==> config.mk <==
export PLATFORM = sky130hd
export DESIGN_NAME = ext_bus_if
export DESIGN_NICKNAME = d
export VERILOG_FILES = /design/src/shared/ext_bus_pkg.sv /design/src/rtl/ext_bus_if.sv
export SDC_FILE = /design/constraint.sdc
export NUM_CORES = 1
export LEC_CHECK = 0
export BUFFER_PORTS_ARGS = -buffer_cell sky130_fd_sc_hd__buf_2
export CAP_MARGIN = 20
export CORE_MARGIN = 2
export CORE_UTILIZATION = 45
export DETAILED_ROUTE_END_ITERATION = 16
export GPL_TIMING_DRIVEN = 0
export PLACE_DENSITY_LB_ADDON = 0.12
export SYNTH_ARGS = -nofsm -noshare
export SYNTH_HDL_FRONTEND = slang
export SYNTH_SLANG_ARGS = --single-unit
export TNS_END_PERCENT = 1
==> constraint.sdc <==
create_clock -name sys_clk_i -period 2.2 [get_ports sys_clk_i]
set_clock_uncertainty 0.1 [all_clocks]
set_input_delay 0.33 -clock sys_clk_i [delete_from_list [all_inputs] [get_ports sys_clk_i]]
set_output_delay 0.33 -clock sys_clk_i [all_outputs]
set_load 0.05 [all_outputs]
==> src/shared/ext_bus_pkg.sv <==
// constants shared by the external memory bus interface
// assumes a 50 MHz system clock and a sampled bus clock
package ext_bus_pkg;
  localparam logic [1:0] MODE_SINGLE = 2'h0;
  localparam logic [1:0] MODE_EXPAND = 2'h1;
  localparam logic [1:0] MODE_MICRO = 2'h2;
  // register indices on the plain register port
  localparam logic [1:0] REG_MODE0 = 2'h0;
  localparam logic [1:0] REG_MODE1 = 2'h1;
  localparam logic [1:0] REG_STATUS = 2'h2;
  // mode0 fields
  localparam int M0_MODE_LSB = 0;
  localparam int M0_WAIT = 2;
  localparam int M0_CLKOUT = 7;
  // mode1 fields
  localparam int M1_WAIT_SEL = 0;
  localparam int M1_SUPPRESS = 1;
  localparam int M1_STANDBY_SEL = 2;
  localparam int M1_P42_LATCH = 3;
  localparam int M1_P42_DIR = 4;
  localparam logic [7:0] MODE0_RST = 8'h00;
  localparam logic [7:0] MODE1_RST = 8'h00;
  // bus timing in half bus clock cycles (one count per bus clock edge)
  localparam logic [2:0] ADDR_HALVES = 3'h2;
  localparam logic [2:0] DATA_HALVES_NOWAIT = 3'h2;
  localparam logic [2:0] DATA_HALVES_WAIT15 = 3'h4;
  localparam logic [2:0] DATA_HALVES_WAIT2 = 3'h6;
  localparam logic [2:0] HOLD_FLOAT_HALVES = 3'h2;
  // bank limits of the area selects
  localparam logic [7:0] BANK_CS1_LAST = 8'h03;
  localparam logic [7:0] BANK_CS2_LAST = 8'h07;
  localparam logic [7:0] BANK_CS3_LAST = 8'h0b;
  localparam logic [7:0] BANK_CS4_LAST = 8'h0f;
  localparam logic [4:0] CS_NONE = 5'h1f;
  typedef enum logic [2:0] {
    ST_IDLE = 3'b000,
    ST_ADDR = 3'b001,
    ST_DATA = 3'b010,
    ST_HOLD = 3'b011,
    ST_UNHOLD = 3'b100
  } bus_state_e;
endpackage

==> src/rtl/ext_bus_if.sv <==
// external memory bus interface: multiplexed address/data, strobes, selects, hold
// assumes bus clock, hold, ready, width and boot pins arrive asynchronously
//
// The register offsets and the plain strobed port are this design's own decisions.
`timescale 1ns/1ps
// How it works
// area selects go low while an external access falls in their bank range.
// ready sample strobe marks external data terms; ready low stretches the data term for as long as it stays low.
// ready stretch adds on top of programmed wait and lasts while ready stays low.
// 16-bit: upper port drives A15-A8, then carries odd data in strobe term.
// 8-bit: upper port is address output only, never data.
// 16-bit: lower port drives A7-A0, then carries even data in strobe term.
// 8-bit: lower port drives A7-A0, then carries the selected data byte.
// internal reads ignore external port data while read strobe is low.
// outside single-chip, port3 low bits become strobes, latch strobe, hold ack.
// 16-bit writes: low strobe even, high strobe odd, both for words.
// 8-bit writes: only the low write strobe asserts, high stays high.
// suppress bit set hides read and write strobes on internal accesses.
// outside latch passes address while latch strobe high, holds when low.
// hold request taken on internal clock fall while idle, ack goes low.
// bus pins float one internal clock after ack falls.
// bus pins driven again one internal clock after ack rises.
// ready low freezes the internal clock in its low phase.
// port4 bit2 gives bus clock when enabled; it keeps running during ready stop.
// boot pin high starts microprocessor mode; software writes mode bits otherwise.
// microprocessor mode outputs bus clock while suppress is clear, ignoring the enable bit.
// microprocessor mode with suppress set outputs port latch instead of clock.
// read strobe pin: enable signal or low in single-chip, standby levels otherwise.
// expansion: port0 gives A16, A17, ready sample strobe and area selects.
// external waits give 1.5x or 2x access time; internal takes no programmed wait, only the ready stretch.
// strobes and phases come from the internal clock, address then data.
module ext_bus_if
  import ext_bus_pkg::*;
(
  input wire logic sys_clk_i, // system clock
  input wire logic resetn_i, // async reset, active low
  input wire logic bus_clk_i, // bus clock from pin
  input wire logic boot_mode_pin_i, // boot strap pin
  input wire logic byte_width_i, // high selects 8-bit bus
  input wire logic hold_req_n_i, // bus release request
  input wire logic ready_n_i, // ready input
  input wire logic wait_instruction_i, // standby after wait instruction
  input wire logic stop_instruction_i, // standby after stop instruction
  input wire logic [1:0] reg_addr_i, // register index
  input wire logic [7:0] reg_wdata_i, // register write data
  input wire logic reg_we_i, // register write strobe
  input wire logic reg_re_i, // register read strobe
  output logic [7:0] reg_rdata_o, // register read data
  input wire logic req_i, // access request pulse
  input wire logic [23:0] req_addr_i, // access address
  input wire logic req_we_i, // write access
  input wire logic [1:0] req_be_i, // byte enables, bit1 odd byte
  input wire logic req_internal_i, // address hits internal memory
  input wire logic [15:0] req_wdata_i, // write data
  input wire logic [15:0] int_rdata_i, // internal memory read data
  output logic busy_o, // access or hold in progress
  output logic done_o, // access finished pulse
  output logic [15:0] rdata_o, // read data
  input wire logic [7:0] p1_i, // upper port input
  output logic [7:0] p1_o, // upper port output
  output logic p1_oe_n_o, // upper port drive, low drives
  input wire logic [7:0] p2_i, // lower port input
  output logic [7:0] p2_o, // lower port output
  output logic p2_oe_n_o, // lower port drive, low drives
  output logic [1:0] addr_hi_o, // A16, A17
  output logic [4:0] area_select_n_o, // area selects
  output logic ready_sample_strobe_n_o, // ready sampling strobe
  output logic p0_oe_n_o, // port0 drive, low drives
  output logic read_strobe_n_o, // read strobe or enable pin
  output logic write_strobe_low_byte_n_o, // low write strobe
  output logic write_strobe_high_byte_n_o, // high write strobe
  output logic strobe_oe_n_o, // strobe pins drive, low drives
  output logic ale_o, // address latch strobe
  output logic bus_release_ack_n_o, // hold acknowledge
  output logic port3_ctrl_o, // port3 low bits carry bus control
  output logic internal_clk_run_o, // internal clock running
  output logic bus_clk_o // port4 bit2 output
);

  function automatic logic [4:0] area_decode(input logic [23:0] a, input logic intl);
    logic [4:0] cs;
    cs = CS_NONE;
    if (!intl) begin
      if (a[23:16] == 8'h00 && !a[15]) cs[0] = 1'b0;
      else if (a[23:16] <= BANK_CS1_LAST) cs[1] = 1'b0;
      else if (a[23:16] <= BANK_CS2_LAST) cs[2] = 1'b0;
      else if (a[23:16] <= BANK_CS3_LAST) cs[3] = 1'b0;
      else if (a[23:16] <= BANK_CS4_LAST) cs[4] = 1'b0;
    end
    return cs;
  endfunction

  logic [4:0] sync1_q, sync2_q;
  logic bclk_d_q;
  logic bclk_s, boot_s, byte_s, hold_n_s, ready_n_s;
  logic edge_w, fall_w;
  always_ff @(posedge sys_clk_i or negedge resetn_i) begin
    if (!resetn_i) begin
      sync1_q <= 5'h1e;
      sync2_q <= 5'h1e;
      bclk_d_q <= 1'b0;
    end else begin
      sync1_q <= {ready_n_i, hold_req_n_i, byte_width_i, boot_mode_pin_i, bus_clk_i};
      sync2_q <= sync1_q;
      bclk_d_q <= sync2_q[0];
    end
  end
  assign bclk_s = sync2_q[0];
  assign boot_s = sync2_q[1];
  assign byte_s = sync2_q[2];
  assign hold_n_s = sync2_q[3];
  assign ready_n_s = sync2_q[4];
  assign edge_w = bclk_s ^ bclk_d_q;
  assign fall_w = bclk_d_q & ~bclk_s;

  // registers; the strap waits until both sync stages hold the pin, not their reset value
  logic [7:0] mode0_q, mode1_q;
  logic boot_done_q;
  logic [1:0] boot_pipe_q;
  logic [1:0] mode_w;
  logic expand_w, suppress_w;
  always_ff @(posedge sys_clk_i or negedge resetn_i) begin
    if (!resetn_i) begin
      mode0_q <= MODE0_RST;
      mode1_q <= MODE1_RST;
      boot_done_q <= 1'b0;
      boot_pipe_q <= 2'h0;
    end else begin
      boot_pipe_q <= {boot_pipe_q[0], 1'b1};
      boot_done_q <= boot_pipe_q[1];
      if (!boot_done_q && boot_pipe_q[1] && boot_s) mode0_q[M0_MODE_LSB+:2] <= MODE_MICRO;
      else if (reg_we_i && reg_addr_i == REG_MODE0) mode0_q <= reg_wdata_i;
      if (reg_we_i && reg_addr_i == REG_MODE1) mode1_q <= reg_wdata_i;
    end
  end
  assign mode_w = mode0_q[M0_MODE_LSB+:2];
  assign expand_w = (mode_w != MODE_SINGLE);
  assign suppress_w = mode1_q[M1_SUPPRESS];

  bus_state_e state_q;
  logic [2:0] cnt_q;
  logic [23:0] addr_q;
  logic [15:0] wdata_q;
  logic [1:0] be_q;
  logic we_q, int_q, float_q;
  logic [2:0] data_len_w;
  logic stall_w;

  always_comb begin
    data_len_w = DATA_HALVES_NOWAIT;
    if (!int_q && !mode0_q[M0_WAIT]) begin
      data_len_w = mode1_q[M1_WAIT_SEL] ? DATA_HALVES_WAIT15 : DATA_HALVES_WAIT2;
    end
  end
  // ready stops the internal clock low; extra time stacks on the wait setting
  assign stall_w = !ready_n_s && state_q == ST_DATA;

  always_ff @(posedge sys_clk_i or negedge resetn_i) begin
    if (!resetn_i) begin
      state_q <= ST_IDLE;
      cnt_q <= 3'h0;
      float_q <= 1'b0;
    end else begin
      unique case (state_q)
        ST_IDLE: begin
          cnt_q <= 3'h0;
          if (expand_w && !hold_n_s && fall_w) begin
            state_q <= ST_HOLD;
          end else if (req_i) begin
            state_q <= ST_ADDR;
          end
        end
        ST_ADDR: begin
          if (edge_w) begin
            if (cnt_q + 3'h1 == ADDR_HALVES) begin
              cnt_q <= 3'h0;
              state_q <= ST_DATA;
            end else cnt_q <= cnt_q + 3'h1;
          end
        end
        ST_DATA: begin
          if (edge_w && !stall_w) begin
            if (cnt_q + 3'h1 == data_len_w) begin
              cnt_q <= 3'h0;
              state_q <= ST_IDLE;
            end else cnt_q <= cnt_q + 3'h1;
          end
        end
        ST_HOLD: begin
          if (edge_w && cnt_q != HOLD_FLOAT_HALVES) cnt_q <= cnt_q + 3'h1;
          if (cnt_q == HOLD_FLOAT_HALVES) float_q <= 1'b1;
          if (hold_n_s && cnt_q == HOLD_FLOAT_HALVES) begin
            cnt_q <= 3'h0;
            state_q <= ST_UNHOLD;
          end
        end
        ST_UNHOLD: begin
          if (edge_w) cnt_q <= cnt_q + 3'h1;
          if (cnt_q == HOLD_FLOAT_HALVES) begin
            float_q <= 1'b0;
            cnt_q <= 3'h0;
            state_q <= ST_IDLE;
          end
        end
        default: state_q <= ST_IDLE;
      endcase
    end
  end

  // request capture
  always_ff @(posedge sys_clk_i or negedge resetn_i) begin
    if (!resetn_i) begin
      addr_q <= 24'h000000;
      wdata_q <= 16'h0000;
      be_q <= 2'h0;
      we_q <= 1'b0;
      int_q <= 1'b0;
    end else if (state_q == ST_IDLE && req_i && !(expand_w && !hold_n_s && fall_w)) begin
      addr_q <= req_addr_i;
      wdata_q <= req_wdata_i;
      be_q <= req_be_i;
      we_q <= req_we_i;
      int_q <= req_internal_i || !expand_w;
    end
  end

  // completion and read data
  logic last_w;
  assign last_w = state_q == ST_DATA && edge_w && !stall_w && cnt_q + 3'h1 == data_len_w;
  always_ff @(posedge sys_clk_i or negedge resetn_i) begin
    if (!resetn_i) begin
      done_o <= 1'b0;
      rdata_o <= 16'h0000;
      busy_o <= 1'b0;
    end else begin
      done_o <= last_w;
      busy_o <= state_q != ST_IDLE || req_i;
      if (last_w && !we_q) begin
        if (int_q) rdata_o <= int_rdata_i;
        else if (!byte_s) rdata_o <= {p1_i, p2_i};
        else rdata_o <= {p2_i, p2_i};
      end
    end
  end

  // pin values, each registered before leaving the block
  logic addr_ph_w, data_ph_w, ext_w, standby_w;
  logic rd_n_d, wl_n_d, wh_n_d;
  assign addr_ph_w = state_q == ST_ADDR;
  assign data_ph_w = state_q == ST_DATA;
  assign ext_w = !int_q && expand_w;
  assign standby_w = wait_instruction_i || stop_instruction_i;

  always_comb begin
    rd_n_d = 1'b1;
    wl_n_d = 1'b1;
    wh_n_d = 1'b1;
    if (!expand_w) begin
      rd_n_d = suppress_w ? 1'b0 : !data_ph_w;
    end else if (standby_w) begin
      rd_n_d = !(suppress_w && mode1_q[M1_STANDBY_SEL]);
    end else if (data_ph_w && !(int_q && suppress_w)) begin
      rd_n_d = we_q;
      if (we_q) begin
        if (byte_s) wl_n_d = 1'b0;
        else begin
          wl_n_d = !be_q[0];
          wh_n_d = !be_q[1];
        end
      end
    end
  end

  always_ff @(posedge sys_clk_i or negedge resetn_i) begin
    if (!resetn_i) begin
      read_strobe_n_o <= 1'b1;
      write_strobe_low_byte_n_o <= 1'b1;
      write_strobe_high_byte_n_o <= 1'b1;
      strobe_oe_n_o <= 1'b1;
      ale_o <= 1'b0;
      bus_release_ack_n_o <= 1'b1;
      port3_ctrl_o <= 1'b0;
      internal_clk_run_o <= 1'b1;
    end else begin
      read_strobe_n_o <= rd_n_d;
      write_strobe_low_byte_n_o <= wl_n_d;
      write_strobe_high_byte_n_o <= wh_n_d;
      strobe_oe_n_o <= float_q;
      ale_o <= expand_w && addr_ph_w;
      bus_release_ack_n_o <= !(state_q == ST_HOLD);
      port3_ctrl_o <= expand_w;
      internal_clk_run_o <= !stall_w;
    end
  end

  always_ff @(posedge sys_clk_i or negedge resetn_i) begin
    if (!resetn_i) begin
      p1_o <= 8'h00;
      p2_o <= 8'h00;
      p1_oe_n_o <= 1'b1;
      p2_oe_n_o <= 1'b1;
      addr_hi_o <= 2'h0;
      area_select_n_o <= CS_NONE;
      ready_sample_strobe_n_o <= 1'b1;
      p0_oe_n_o <= 1'b1;
    end else begin
      p0_oe_n_o <= !expand_w || float_q;
      addr_hi_o <= addr_q[17:16];
      area_select_n_o <= (addr_ph_w || data_ph_w) ? area_decode(addr_q, int_q) : CS_NONE;
      ready_sample_strobe_n_o <= !(data_ph_w && ext_w);
      if (byte_s || !data_ph_w) begin
        p1_o <= addr_q[15:8];
        p1_oe_n_o <= !expand_w || float_q;
      end else begin
        p1_o <= wdata_q[15:8];
        p1_oe_n_o <= !expand_w || float_q || !we_q;
      end
      if (!data_ph_w) begin
        p2_o <= addr_q[7:0];
        p2_oe_n_o <= !expand_w || float_q;
      end else begin
        p2_o <= (byte_s && be_q[1] && !be_q[0]) ? wdata_q[15:8] : wdata_q[7:0];
        p2_oe_n_o <= !expand_w || float_q || !we_q;
      end
    end
  end

  // port4 bit2: follows the sampled bus clock, not the ready-stopped internal clock
  always_ff @(posedge sys_clk_i or negedge resetn_i) begin
    if (!resetn_i) begin
      bus_clk_o <= 1'b0;
    end else if (mode_w == MODE_MICRO) begin
      bus_clk_o <= suppress_w ? mode1_q[M1_P42_LATCH] : bclk_s;
    end else begin
      bus_clk_o <= mode0_q[M0_CLKOUT] ? bclk_s : mode1_q[M1_P42_LATCH];
    end
  end

  always_ff @(posedge sys_clk_i or negedge resetn_i) begin
    if (!resetn_i) begin
      reg_rdata_o <= 8'h00;
    end else if (reg_re_i) begin
      unique case (reg_addr_i)
        REG_MODE0: reg_rdata_o <= mode0_q;
        REG_MODE1: reg_rdata_o <= mode1_q;
        REG_STATUS: reg_rdata_o <= {3'h0, float_q, state_q == ST_HOLD, state_q};
        default: reg_rdata_o <= 8'h00;
      endcase
    end
  end

  a_area_bank3: assert property (@(posedge sys_clk_i) disable iff (!resetn_i)
    (state_q == ST_DATA && !int_q && addr_q[23:16] >= 8'h08 && addr_q[23:16] <= 8'h0b)
    |=> area_select_n_o == 5'h17) else $error("area select 3 missing");
  a_ready_freeze: assert property (@(posedge sys_clk_i) disable iff (!resetn_i)
    (state_q == ST_DATA && !ready_n_s) |=> $stable(cnt_q) && state_q == ST_DATA)
    else $error("internal clock advanced during ready low");
  a_byte_high_idle: assert property (@(posedge sys_clk_i) disable iff (!resetn_i)
    byte_s |=> write_strobe_high_byte_n_o) else $error("high write strobe in 8-bit mode");
  a_suppress_int: assert property (@(posedge sys_clk_i) disable iff (!resetn_i)
    (expand_w && !standby_w && data_ph_w && int_q && suppress_w)
    |=> read_strobe_n_o && write_strobe_low_byte_n_o && write_strobe_high_byte_n_o)
    else $error("strobe on suppressed internal access");
  a_hold_float: assert property (@(posedge sys_clk_i) disable iff (!resetn_i)
    $fell(bus_release_ack_n_o) |-> !strobe_oe_n_o ##[1:14] strobe_oe_n_o)
    else $error("bus not floated after hold ack");
  a_hold_release: assert property (@(posedge sys_clk_i) disable iff (!resetn_i)
    $rose(bus_release_ack_n_o) |-> strobe_oe_n_o ##[1:14] !strobe_oe_n_o)
    else $error("bus not driven after hold release");
  a_ale_addr: assert property (@(posedge sys_clk_i) disable iff (!resetn_i)
    ale_o |-> read_strobe_n_o && write_strobe_low_byte_n_o && !p2_oe_n_o == !float_q)
    else $error("latch strobe overlaps data term");
  a_upper_addr: assert property (@(posedge sys_clk_i) disable iff (!resetn_i)
    (byte_s && expand_w && !float_q) |=> !p1_oe_n_o && p1_o == $past(addr_q[15:8]))
    else $error("upper port not address in 8-bit mode");
  a_boot_micro: assert property (@(posedge sys_clk_i) disable iff (!resetn_i)
    (!boot_done_q && boot_pipe_q[1] && boot_s) |=> mode_w == MODE_MICRO)
    else $error("boot strap ignored");
  a_clk_micro: assert property (@(posedge sys_clk_i) disable iff (!resetn_i)
    (mode_w == MODE_MICRO && !suppress_w) |=> bus_clk_o == $past(bclk_s))
    else $error("bus clock not output in microprocessor mode");
  a_ack_hold: assert property (@(posedge sys_clk_i) disable iff (!resetn_i)
    (state_q == ST_IDLE && expand_w && !hold_n_s && fall_w) |=> ##1 !bus_release_ack_n_o)
    else $error("hold request not acknowledged");
endmodule

Yosys cells after proc, flatten, opt, wreduce, memory -nomap -nowiden --
Cells that the tools add are included. Widths: inputs -> output; s select.
Word-level totals: register bits 143, output and inout bits 62, word-level logic and storage cells 190
Operators by class: add/sub/neg operators 1, order comparisons 4, equality and inequality tests 21, muxes and demuxes 61, bitwise gates (word level) 4, reductions and logical operators 62
Operators with widths (number):
- $mux 3 | 18
- $mux 16 | 2
- $pmux 3 s5 | 2
- $mux 1 | 27
- $logic_and 1x1->1 | 26
- $mux 8 | 3
- $pmux 8 s3 | 1
- $logic_not 1->1 | 17
- $le 8x4->1 const B | 2
- $eq 3x2->1 const B | 4
- $mux 5 | 2
- $ne 3x3->1 const B | 3
- $le 8x2->1 const B | 1
- $le 8x3->1 const B | 1
- $logic_not 8->1 | 1
- $mux 2 | 4
- $ne 2x2->1 const B | 4
- $logic_or 1x1->1 | 7
- $reduce_and 7->1 | 1
- $ne 2x1->1 const B | 3
- $reduce_bool 2->1 | 3
- $reduce_and 5->1 | 1
- $reduce_bool 5->1 | 1
- $eq 2x2->1 const B | 2
- 16 further kinds | 17

Depth between registers and ports, before layout --
Gate-level depths: netlist of run 1.
depth after elaboration 8, gate-level depth with buffers 8

Least setup slack after synthesis of run 1 --
No wires, ideal clock.
kind register to register, from register cnt_q[0], to register rdata_o[0], library setup time 0.122 ns, data arrival time 1.795 ns, data required time 1.978 ns, setup slack 0.183 ns, stages on the path, launching flop included 8, path buffers 1, path through dfrtp_1 > ha_1 > xnor2_1 > a2111oi_4 > o2111ai_2 > buf_2 > nand2_1 > o21ai_1
On the way: longest elaborated chain between the ends 4
RTL lines:
- start: declaration | line ext_bus_if.sv:141 | logic [2:0] cnt_q;
- start signal: assignment | line ext_bus_if.sv:178 | end else cnt_q <= cnt_q + 3'h1;
- start signal: assignment | line ext_bus_if.sv:186 | end else cnt_q <= cnt_q + 3'h1;
- start signal: assignment | line ext_bus_if.sv:190 | if (edge_w && cnt_q != HOLD_FLOAT_HALVES) cnt_q <= cnt_q + 3'h1;
- $add 3x1->3 | line ext_bus_if.sv:229 | assign last_w = state_q == ST_DATA && edge_w && !stall_w && cnt_q + 3'h1 == data_len_w;
- $eq 3x3->1 | line ext_bus_if.sv:229
- $logic_and 1x1->1 | line ext_bus_if.sv:229
- $logic_and 1x1->1 | line ext_bus_if.sv:238 | if (last_w && !we_q) begin
- end signal: assignment | line ext_bus_if.sv:239 | if (int_q) rdata_o <= int_rdata_i;
- end signal: assignment | line ext_bus_if.sv:240 | else if (!byte_s) rdata_o <= {p1_i, p2_i};
- end signal: assignment | line ext_bus_if.sv:241 | else rdata_o <= {p2_i, p2_i};
- end: declaration | line ext_bus_if.sv:58 | output logic [15:0] rdata_o,
No other way between the ends. A chain may end at the register's enable or synchronous reset.

Worst setup path after layout of run 1 --
from register cnt_q[0], to register rdata_o[15]
Same word-level chain as after synthesis.

==> metrics.yaml, run 1 <==
route:
  postRouteAntennaNets: 0
  first_iter_violations: 151
  vias: 4342
  wire_per_inst_um: 16.3
  routed_wl_mm: 14.1
  viasPerCell: 5.04
  drc_errors: 0
  dr.pass1.iters: 4
sta:
  maxSlewViolCount: 0
  tightestPinTransition_ns: 0.818
  rsz0062_at_grt: "yes"
  finalHoldViolations: 0
  hold_slack_ns: 0.0364
  maxSlewHeadroom: 0.440
  fmax_mhz: 475
  min_period_over_period: 0.957
  setup_viol: 0
  fin_crit_ns: 2.10
floorplanning:
  io_pins: 160
  die_width_um: 119
  initial_core_util: 0.456
  die_area_sq_um: 14200
  row_count: 42
  coreArea_sq_um: 13100
  die_y_um: 119
clock_tree:
  clock-sinks: 143
  cts_tree: "built"
  clock_latency_ns: 0.42
  cts_root_buffer: "clkbuf_16"
  clkSlewWorstSetupHoldPaths_ns: 0.06
  clock_path_buffers: 2
  cts_buffers: 17
  htreeDepth: 4
global_route:
  grt_remaining_overflow: 0
  grt_max_degree: 75
  grt_pass1_wl_mm: 22.8
  grtUsageTotal: 0.208
  antenna_found_initial: 0
  grt_pass1_vias: 4493
pwr:
  vdd.ir_drop.worst_v: 0.000713
  p_leak_nw: 3.66
  cellPowerDensity_nw_per_um2: 1440
logic_synthesis:
  synth-edff-count: 0
  ys_ff_latch: 143
  avgSynthCellArea_sq_um: 12.4
  synth_cell_types: 49
  synthesis.area_sq_um: 5970
  yosysSeqAreaShare: 0.604
  ys.flop_type: "dfrtp_1"
  synthArstFlopShare: 1.00
  synth_cells: 482
  syn_nets: 584
  yosys_warnings: 0
layout:
  diodes: 0
  multi_input_area_sq_um: 2300
  area_delta_synth_final_pct: 31.4
  num-nets-final: 774
  drive_gt1_frac: 0.458
  fillCellCount: 1090
  final_core_util: 0.599
  seq_area_sq_um: 3610
  fin_cells: 861
critical_path:
  critPathArrivalTime_ns: 2.31
  crit_path_end_kind: "register"
  start_kind: "register"
  crit_type: "register to register"
  crit_fanout: 6
  crit_required_ns: 2.41
placed_design:
  io_buffers: 158
  dp_hpwl_mm: 10.2
  post-place-cells: 817
  gp_congestion: 0.840
flow_run:
  maxCapViolCount: 0
outcome:
  outcome: "complete, no violations"
min_path:
  holdCritPathClass: "primary input to register"
[cell usage after synthesis, types with 8 or more instances]
cell | instances | area (sq um)
nand3_1 | 8 | 40.0
nand2_1 | 43 | 161
o21ai_0 | 19 | 95.1
o21ai_1 | 16 | 80.1
mux2_2 | 66 | 743
clkbuf_1 | 8 | 30.0
a21oi_1 | 20 | 100
mux2i_1 | 34 | 340
inv_1 | 15 | 56.3
buf_2 | 9 | 45.0
nor2_1 | 30 | 113
dfstp_2 | 23 | 604
dfrtp_1 | 120 | 3000
[metrics by stage]
stage	setup WS (ns)	instance area [sq um]	power (W)	setup TNS, ns
2_1_floorplan	0.183	5970	0.00710	0
3_3_place_gp	-1.21	6980	0.00812	-157.88
3_5_place_dp	-0.114	7010	0.00823	-4.30
4_1_cts	-0.0460	7710	0.0112	-0.373
5_1_grt	-0.0250	7840	0.0119	-0.252
6_report	0.0953	7840	0.0113	0
[registers in the layout (all words and copies together), names as in the netlist, 3 cells and up]
register,cells
mode0_q,8
sync2_q,5
area_select_n_o,5
p2_o,8
sync1_q,5
reg_rdata_o,8
state_q,3
addr_q,24
mode1_q,8
rdata_o,16
p1_o,8
wdata_q,16
cnt_q,3
[kinds of logic (layout without fill, tap and decap cells)]
kind of cell               count (synthesis)  after routing  share of synthesized area
DFF                                      143            143                      0.604
and+or+nand+nor                          114            114                     0.0899
muxes                                    100            100                      0.182
AOI/OAI and AO/OA                         81             81                     0.0838
buffers and inverters                     36            239                     0.0270
adders and majority gates                  4              4                    0.00838
xor gates and xnor gates                   3              3                    0.00440
other                                      1              1                   0.000628
[metal layers]
metal / part of all wire / global-route usage / up-vias
met5: 0 / 0 / -
li1: - / - / 2070
met2: 0.49 / 0.334 / 143
met4: 0.017 / 0.0848 / 0
met1: 0.42 / 0.263 / 2109
met3: 0.073 / 0.0647 / 20
[what timing repair did]
| action | CTS | global route |
|---|---|---|
| pin swaps | 1 | 3 |
| setup buffers | 0 | 5 |
| gates cloned | 0 | 1 |
| hold endpoints to repair | 60 | 0 |
| hold buffers | 6 | 0 |
| endpoints found under the setup margin | 59 | 60 |
| gates resized for setup | 3 | 20 |
[worst paths after layout]
path / to / cells after the start / start / slack (ns)
max: rdata_o[15] / 9 / cnt_q[0] / 0.1
min: wdata_q[14] / 2 / req_wdata_i[14] / 0.04
max reg2reg: rdata_o[15] / 9 / cnt_q[0] / 0.1
min reg2reg: boot_pipe_q[1] / 0 / boot_pipe_q[0] / 0.25
max in group asynchronous: sync1_q[1] / 3 / resetn_i / 0.84
min in group asynchronous: state_q[0] / 2 / resetn_i / 0.37
[cells in the final DEF, fill, tap and decap left out, drive strengths merged, types with 5 or more instances in the layout]
cell	n
nor2	31
clkinv	5
buf	178
dlygate4sd3	6
nand3b	6
inv	15
nand2	43
dfstp	23
nor3	5
a21oi	20
nand3	9
dfrtp	120
clkbuf	30
mux2	66
nor2b	6
mux2i	34
nand2b	5
o21ai	35
[where the power goes]
group          switching, W  internal (W)
clock               0.00107       0.00190
combinational       0.00275       0.00150
sequential         0.000515       0.00356
[area by class of cell]
class	count	share of cell area
plain buffers	21	0.0144
clock buffers	22	0.0617
clock inverters	10	0.0171
inverters	15	0.00718
multi-input cells	303	0.293
flip-flops and latches	143	0.460
well taps	176	0.0281
repair buffers	171	0.119
[critical path, cell delays in order (launching register included)]
cell,delay [ns]
dfrtp_2,0.43
inv_1,0.10
ha_4,0.29
inv_1,0.07
a2111oi_4,0.27
buf_4,0.19
o2111ai_4,0.17
buf_4,0.24
nand2_1,0.06
o21ai_1,0.06
Note: power is estimated with default switching activity, not from simulation.
==> run 2, diff against run 1 <==
--- a/config.mk
+++ b/config.mk
@@ -12,6 +12,7 @@
 export DETAILED_ROUTE_END_ITERATION = 16
 export GPL_TIMING_DRIVEN = 0
 export PLACE_DENSITY_LB_ADDON = 0.12
+export SETUP_SLACK_MARGIN = 0.1
 export SYNTH_ARGS = -nofsm -noshare
 export SYNTH_HDL_FRONTEND = slang
 export SYNTH_SLANG_ARGS = --single-unit
==> run 2 against run 1 <==
Against the previous run:
- non-clock buffer count rose by 2
- sequential power barely moved
- register-to-register slack barely moved
- worst hold slack improved by 0.0013 ns
- combinational power rose by 1%
- largest power group unchanged
- highest routed layer unchanged
==> metrics.yaml, run 2 (synthesis gave the netlist of run 1 again) <==
critical_path:
  start_kind: "register"
  critPathArrivalTime_ns: 2.32  # about the same
  crit_type: "register to register"
  crit_start: "cnt_q[0]"
  crit_required_ns: 2.41  # about the same
  crit_fanout: 6  # unchanged
  crit_path_end_kind: "register"
  reg2reg_to: "rdata_o[15]"
  r2r-start: "cnt_q[0]"
  r2r_slack_ns: 0.09  # about the same
  rr_worst_depth: 9  # unchanged
route:
  drt-met1-wl_mm: 6.11  # +3.9%
  top_layer_used: "met4"
  postRouteAntennaNets: 0  # unchanged
  drc_errors: 0  # unchanged
  dr.pass1.iters: 4  # unchanged
  met3_length_um: 920  # -10%
  viasPerCell: 5.05  # +0.18%
  dr_wl_met2_mm: 6.96  # +0.64%
  vias: 4360  # +0.41%
  routed_wl_mm: 14.3  # +1.4%
  first_iter_violations: 156  # +3.3%
  wire_per_inst_um: 16.5  # +1.1%
outcome:
  outcome: "complete, no violations"
sta:
  maxSlewHeadroom: 0.446  # +0.00555
  rsz0062_at_grt: "yes"
  finalHoldViolations: 0  # unchanged
  fin_crit_ns: 2.11  # +0.00659 ns
  min_period_over_period: 0.960  # +0.00300
  fmax_mhz: 474  # -0.31%
  timing.final.ws_setup_ns: 0.0887  # -0.00659 ns
  setup_viol: 0  # unchanged
  tns_ns: 0  # unchanged
  tightestPinTransition_ns: 0.810  # -0.00812 ns
  maxSlewViolCount: 0  # unchanged
layout:
  fin_cells: 863  # +0.23%
  drive_gt1_frac: 0.470  # +0.0118
  largest_reg_flops: 24  # unchanged
  top_regs: "addr_q (24), rdata_o (16), wdata_q (16)"
  num-nets-final: 776  # +0.26%
  largest_register: "addr_q"
  area_delta_synth_final_pct: 31.8
  diodes: 0  # unchanged
  final_core_util: 0.601  # +0.00191
  final_cell_mix: "buf_2, dfrtp_1, mux2_2"
  final_common_cell: "buf_2"
global_route:
  antenna_found_initial: 0  # unchanged
  grt_pass1_wl_mm: 22.9  # +0.76%
  grtUsageTotal: 0.210  # +0.00187
  grt_max_degree: 75  # unchanged
  grt_remaining_overflow: 0  # unchanged
  grt_pass1_vias: 4512  # +0.42%
floorplanning:
  io_pins: 160  # unchanged
  initial_core_util: 0.456  # unchanged
  coreArea_sq_um: 13100  # unchanged
  row_count: 42  # unchanged
  die_y_um: 119  # unchanged
  die_width_um: 119  # unchanged
  die_area_sq_um: 14200  # unchanged
placed_design:
  place_ws_ns: -0.114  # unchanged
  gp_congestion: 0.840  # unchanged
  io_buffers: 158  # unchanged
  post-place-cells: 817  # unchanged
  dp_hpwl_mm: 10.2  # unchanged
clock_tree:
  clkSlewWorstSetupHoldPaths_ns: 0.06  # about the same
  clock_path_buffers: 2  # unchanged
  cts_root_buffer: "clkbuf_16"
  htreeDepth: 4  # unchanged
  cts_buffers: 17  # unchanged
  clock-sinks: 143  # unchanged
  clock_latency_ns: 0.42  # about the same
  cts_tree: "built"
pwr:
  p_leak_nw: 3.67  # +0.27%
  cellPowerDensity_nw_per_um2: 1440  # +0.25%
  vdd.ir_drop.worst_v: 0.000714  # about the same
min_path:
  min_to: "addr_q[18]"
  holdCritPathClass: "primary input to register"
  min_from: "req_addr_i[18]"
  hold_depth: 2  # unchanged
flow_run:
  maxCapViolCount: 0  # unchanged
[run 2: cell type report]
type	instances	area, sq um
fill	1084	5220
sequential	143	3610
multi-input combinational	303	2300
timing repair buffer	173	945
clock buffer	22	484
tap	176	220
clock inverter	10	134
buffer	21	114
inverter	15	56.3
[run 2: where the power goes]
group          leakage [nW]  switching [W]  total [W]  internal, W
clock network         0.302        0.00107    0.00297      0.00190
logic                  1.74        0.00278    0.00432      0.00154
registers              1.63       0.000518    0.00408      0.00356
[run 2: through the flow]
stage / hold slack (ns) / total power (W) / area (sq um)
global route: 0.0270 / 0.0120 / 7870
global placement: 0.232 / 0.00812 / 6980
floorplan: -0.0656 / 0.00710 / 5970
finish: 0.0376 / 0.0114 / 7870
detailed placement: 0.237 / 0.00823 / 7010
CTS: 0.0235 / 0.0113 / 7750
[run 2: layer usage]
layer  vias up  track usage
met1      2133        0.264
met5         -            0
met4         0       0.0878
met2       137        0.339
li1       2071            -
met3        19       0.0647
[run 2: worst max-delay path by stage]
stage | depth (start not counted) | endpoint
final | 9 | rdata_o[15]
after detailed placement | 6 | wdata_q[9]
after CTS | 6 | cnt_q[1]
after global routing | 9 | rdata_o[10]
after floorplan | 7 | rdata_o[0]
after global placement | 1 | wdata_q[13]
[run 2: worst max-delay path: stages, from the launching register on]
cell and delay, ns:
dfrtp_2 0.42, inv_2 0.07, ha_4 0.28, inv_2 0.04
a2111oi_4 0.32, buf_4 0.19, o2111ai_4 0.20, buf_4 0.24
nand2_1 0.06, o21ai_1 0.06
[run 2: timing repair]
| action | in CTS | in global routing |
|---|---|---|
| buffers inserted | 0 | 7 |
| setup endpoints to repair | 66 | 69 |
| cloned | 0 | 1 |
| resized for setup | 12 | 18 |
| pin swaps | 3 | 7 |
| hold buffers | 6 | 0 |
| hold endpoints to repair | 60 | 0 |
==> run 3, diff against run 2 <==
--- a/config.mk
+++ b/config.mk
@@ -7,6 +7,7 @@
 export LEC_CHECK = 0
 export BUFFER_PORTS_ARGS = -buffer_cell sky130_fd_sc_hd__buf_2
 export CAP_MARGIN = 20
+export CORE_ASPECT_RATIO = 1.1
 export CORE_MARGIN = 2
 export CORE_UTILIZATION = 45
 export DETAILED_ROUTE_END_ITERATION = 16
==> run 3 against run 2 <==
Against the previous run:
- non-clock buffer count decreased by 2
- count of clock-buffer cells in the layout decreased by 2
- critical path depth down 1
- final cell count is 2.0% lower
- first-iteration DRC count grew 32%
- worst setup slack got worse by 0.058 ns
- register-to-register slack got worse by 0.06 ns
- highest routed layer unchanged
- maximum frequency down 2.7%
- via count fell by 0.23%
- largest cell class unchanged
- worst hold slack worse by 0.0034 ns
- global-route usage up 0.30 points
- critical path type unchanged
- power rose by 0.37%
==> metrics.yaml, run 3 (synthesis gave the netlist of run 1 again) <==
pwr:
  p_leak_nw: 3.66  # -0.23%
  cellPowerDensity_nw_per_um2: 1450  # +0.30%
  vdd.ir_drop.worst_v: 0.000752  # +5.3%
  power.total_w: 0.0114  # +0.37%
floorplanning:
  row_count: 44  # +4.8%
  io_pins: 160  # unchanged
  die_y_um: 125  # +4.7%
  die_width_um: 114  # -4.5%
  coreArea_sq_um: 13100  # +0.13%
  initial_core_util: 0.456  # -0.000610
  die_area_sq_um: 14200  # about the same
critical_path:
  critPathArrivalTime_ns: 2.35  # +0.03 ns
  path_cells: "inv_2 > ha_4 > inv_4 > a2111oi_4 > buf_4 > o21ai_4 > a211oi_2 > o41ai_2"
  crit_path_end_kind: "register"
  crit_required_ns: 2.38  # -0.03 ns
  start_kind: "register"
  rr_worst_depth: 8  # -1
  slowest_stage: "dfrtp_2"
  crit_type: "register to register"
  cp.buffers_inverters: 3  # -1
  crit_fanout: 6  # unchanged
  path_depth: 8  # -1
  cpPeakStageDelay_ns: 0.44  # +0.02 ns
  critPathTopFamily: "compound AO/OA/AOI/OAI gates"
clock_tree:
  cts_buffers: 17  # unchanged
  cts_root_buffer: "clkbuf_16"
  clkSlewWorstSetupHoldPaths_ns: 0.06  # about the same
  htreeDepth: 4  # unchanged
  clock_latency_ns: 0.42  # about the same
  clock_path_buffers: 2  # unchanged
  cts_tree: "built"
  clock-sinks: 143  # unchanged
min_path:
  hold_depth: 2  # unchanged
  holdCritPathClass: "primary input to register"
layout:
  seq_area_sq_um: 3610  # unchanged
  top_regs: "addr_q (24), rdata_o (16), wdata_q (16)"
  multi_input_area_sq_um: 2340  # +1.4%
  num-nets-final: 774  # -0.26%
  largest_register: "addr_q"
  final_common_cell: "buf_2"
  fillCellCount: 1147  # +5.8%
  area_delta_synth_final_pct: 31.9  # about the same
  drive_gt1_frac: 0.483  # +0.0131
  final_cell_mix: "buf_2, dfrtp_1, mux2_2"
  diodes: 0  # unchanged
  largest_reg_flops: 24  # unchanged
route:
  vias: 4350  # -0.23%
  postRouteAntennaNets: 0  # unchanged
  viasPerCell: 5.14  # +1.8%
  routed_wl_mm: 14.1  # -1.2%
  drc_errors: 0  # unchanged
  first_iter_violations: 206  # +32%
  wire_per_inst_um: 16.6  # +0.78%
  dr.pass1.iters: 4  # unchanged
sta:
  timing.final.ws_setup_ns: 0.0306  # -0.0581 ns
  maxSlewViolCount: 0  # unchanged
  maxSlewHeadroom: 0.480  # +0.0337
  min_period_over_period: 0.986  # +0.0264
  fin_crit_ns: 2.17  # +0.0581 ns
  tightestPinTransition_ns: 0.761  # -0.0492 ns
  setup_viol: 0  # unchanged
  finalHoldViolations: 0  # unchanged
  fmax_mhz: 461  # -2.7%
  tns_ns: 0  # unchanged
  rsz0062_at_grt: "yes"
global_route:
  grt_remaining_overflow: 0  # unchanged
  grtUsageTotal: 0.213  # +0.00299
  grt_max_degree: 95  # +27%
  grt_pass1_wl_mm: 23.3  # +1.7%
  antenna_found_initial: 0  # unchanged
  grt_pass1_vias: 4621  # +2.4%
placed_design:
  place_ws_ns: -0.117  # -0.00295 ns
  gp_congestion: 0.881  # +4.9%
  dp_hpwl_mm: 10.2  # +0.34%
  io_buffers: 158  # unchanged
outcome:
  outcome: "complete, no violations"
flow_run:
  maxCapViolCount: 0  # unchanged
run 3: cell count changes in the layout (fill, tap and decap cells not counted), moves of 3 or more:
cell | previous run | this run
nand2_2 | 2 | 7
buf_4 | 8 | 5
nand2_1 | 41 | 35
inv_6 | 0 | 3
run 3: metal layers:
metal  up-vias  global-route usage  routed length (um)
met5         -                   0                   0
met2       139               0.355                7050
met3        20              0.0618                 895
met4         0              0.0760                 268
li1       2073                   -                   -
met1      2118               0.264                5870
run 3: final timing paths:
check,to,startpoint,slack (ns)
max in group asynchronous,sync1_q[2],resetn_i,0.88
worst max-delay path,cnt_q[1],cnt_q[0],0.03
worst min register to register,sync2_q[0],sync1_q[0],0.25
worst min-delay path,addr_q[13],req_addr_i[13],0.03
min in group asynchronous,reg_rdata_o[0],resetn_i,0.31
worst max register to register,cnt_q[1],cnt_q[0],0.03
run 3: where the power goes:
group | total, W | internal (W) | switching (W)
clock network | 0.00299 | 0.00188 | 0.00111
logic | 0.00431 | 0.00154 | 0.00277
registers | 0.00410 | 0.00356 | 0.000545
total | 0.0114 | 0.00698 | 0.00443
run 3: layout make-up:
class                           count  area share
Inverter                           15     0.00747
Sequential cell                   143       0.458
Timing Repair Buffer              171       0.119
Buffer                             21      0.0141
Clock buffer                       20      0.0593
Tap cell                          161      0.0256
Multi-Input combinational cell    303       0.297
Clock inverter                     12      0.0199
run 3: stage by stage:
stage	util	hold slack, ns	area (sq um)	std cells
after CTS	0.591	0.0234	7740	842
after global routing	0.601	0.0217	7870	846
final	0.601	0.0342	7870	846
after floorplan	-	-0.0656	5970	482
after detailed placement	0.534	0.203	7000	802
after global placement	0.531	0.233	6960	801
run 3: timing repair:
item,4_1_cts,5_1_grt
gates cloned,1,0
buffers inserted,1,4
setup endpoints to repair,66,61
hold buffers,6,0
endpoints found under the hold margin,41,0
pin swaps,3,11
gates resized for setup,12,28
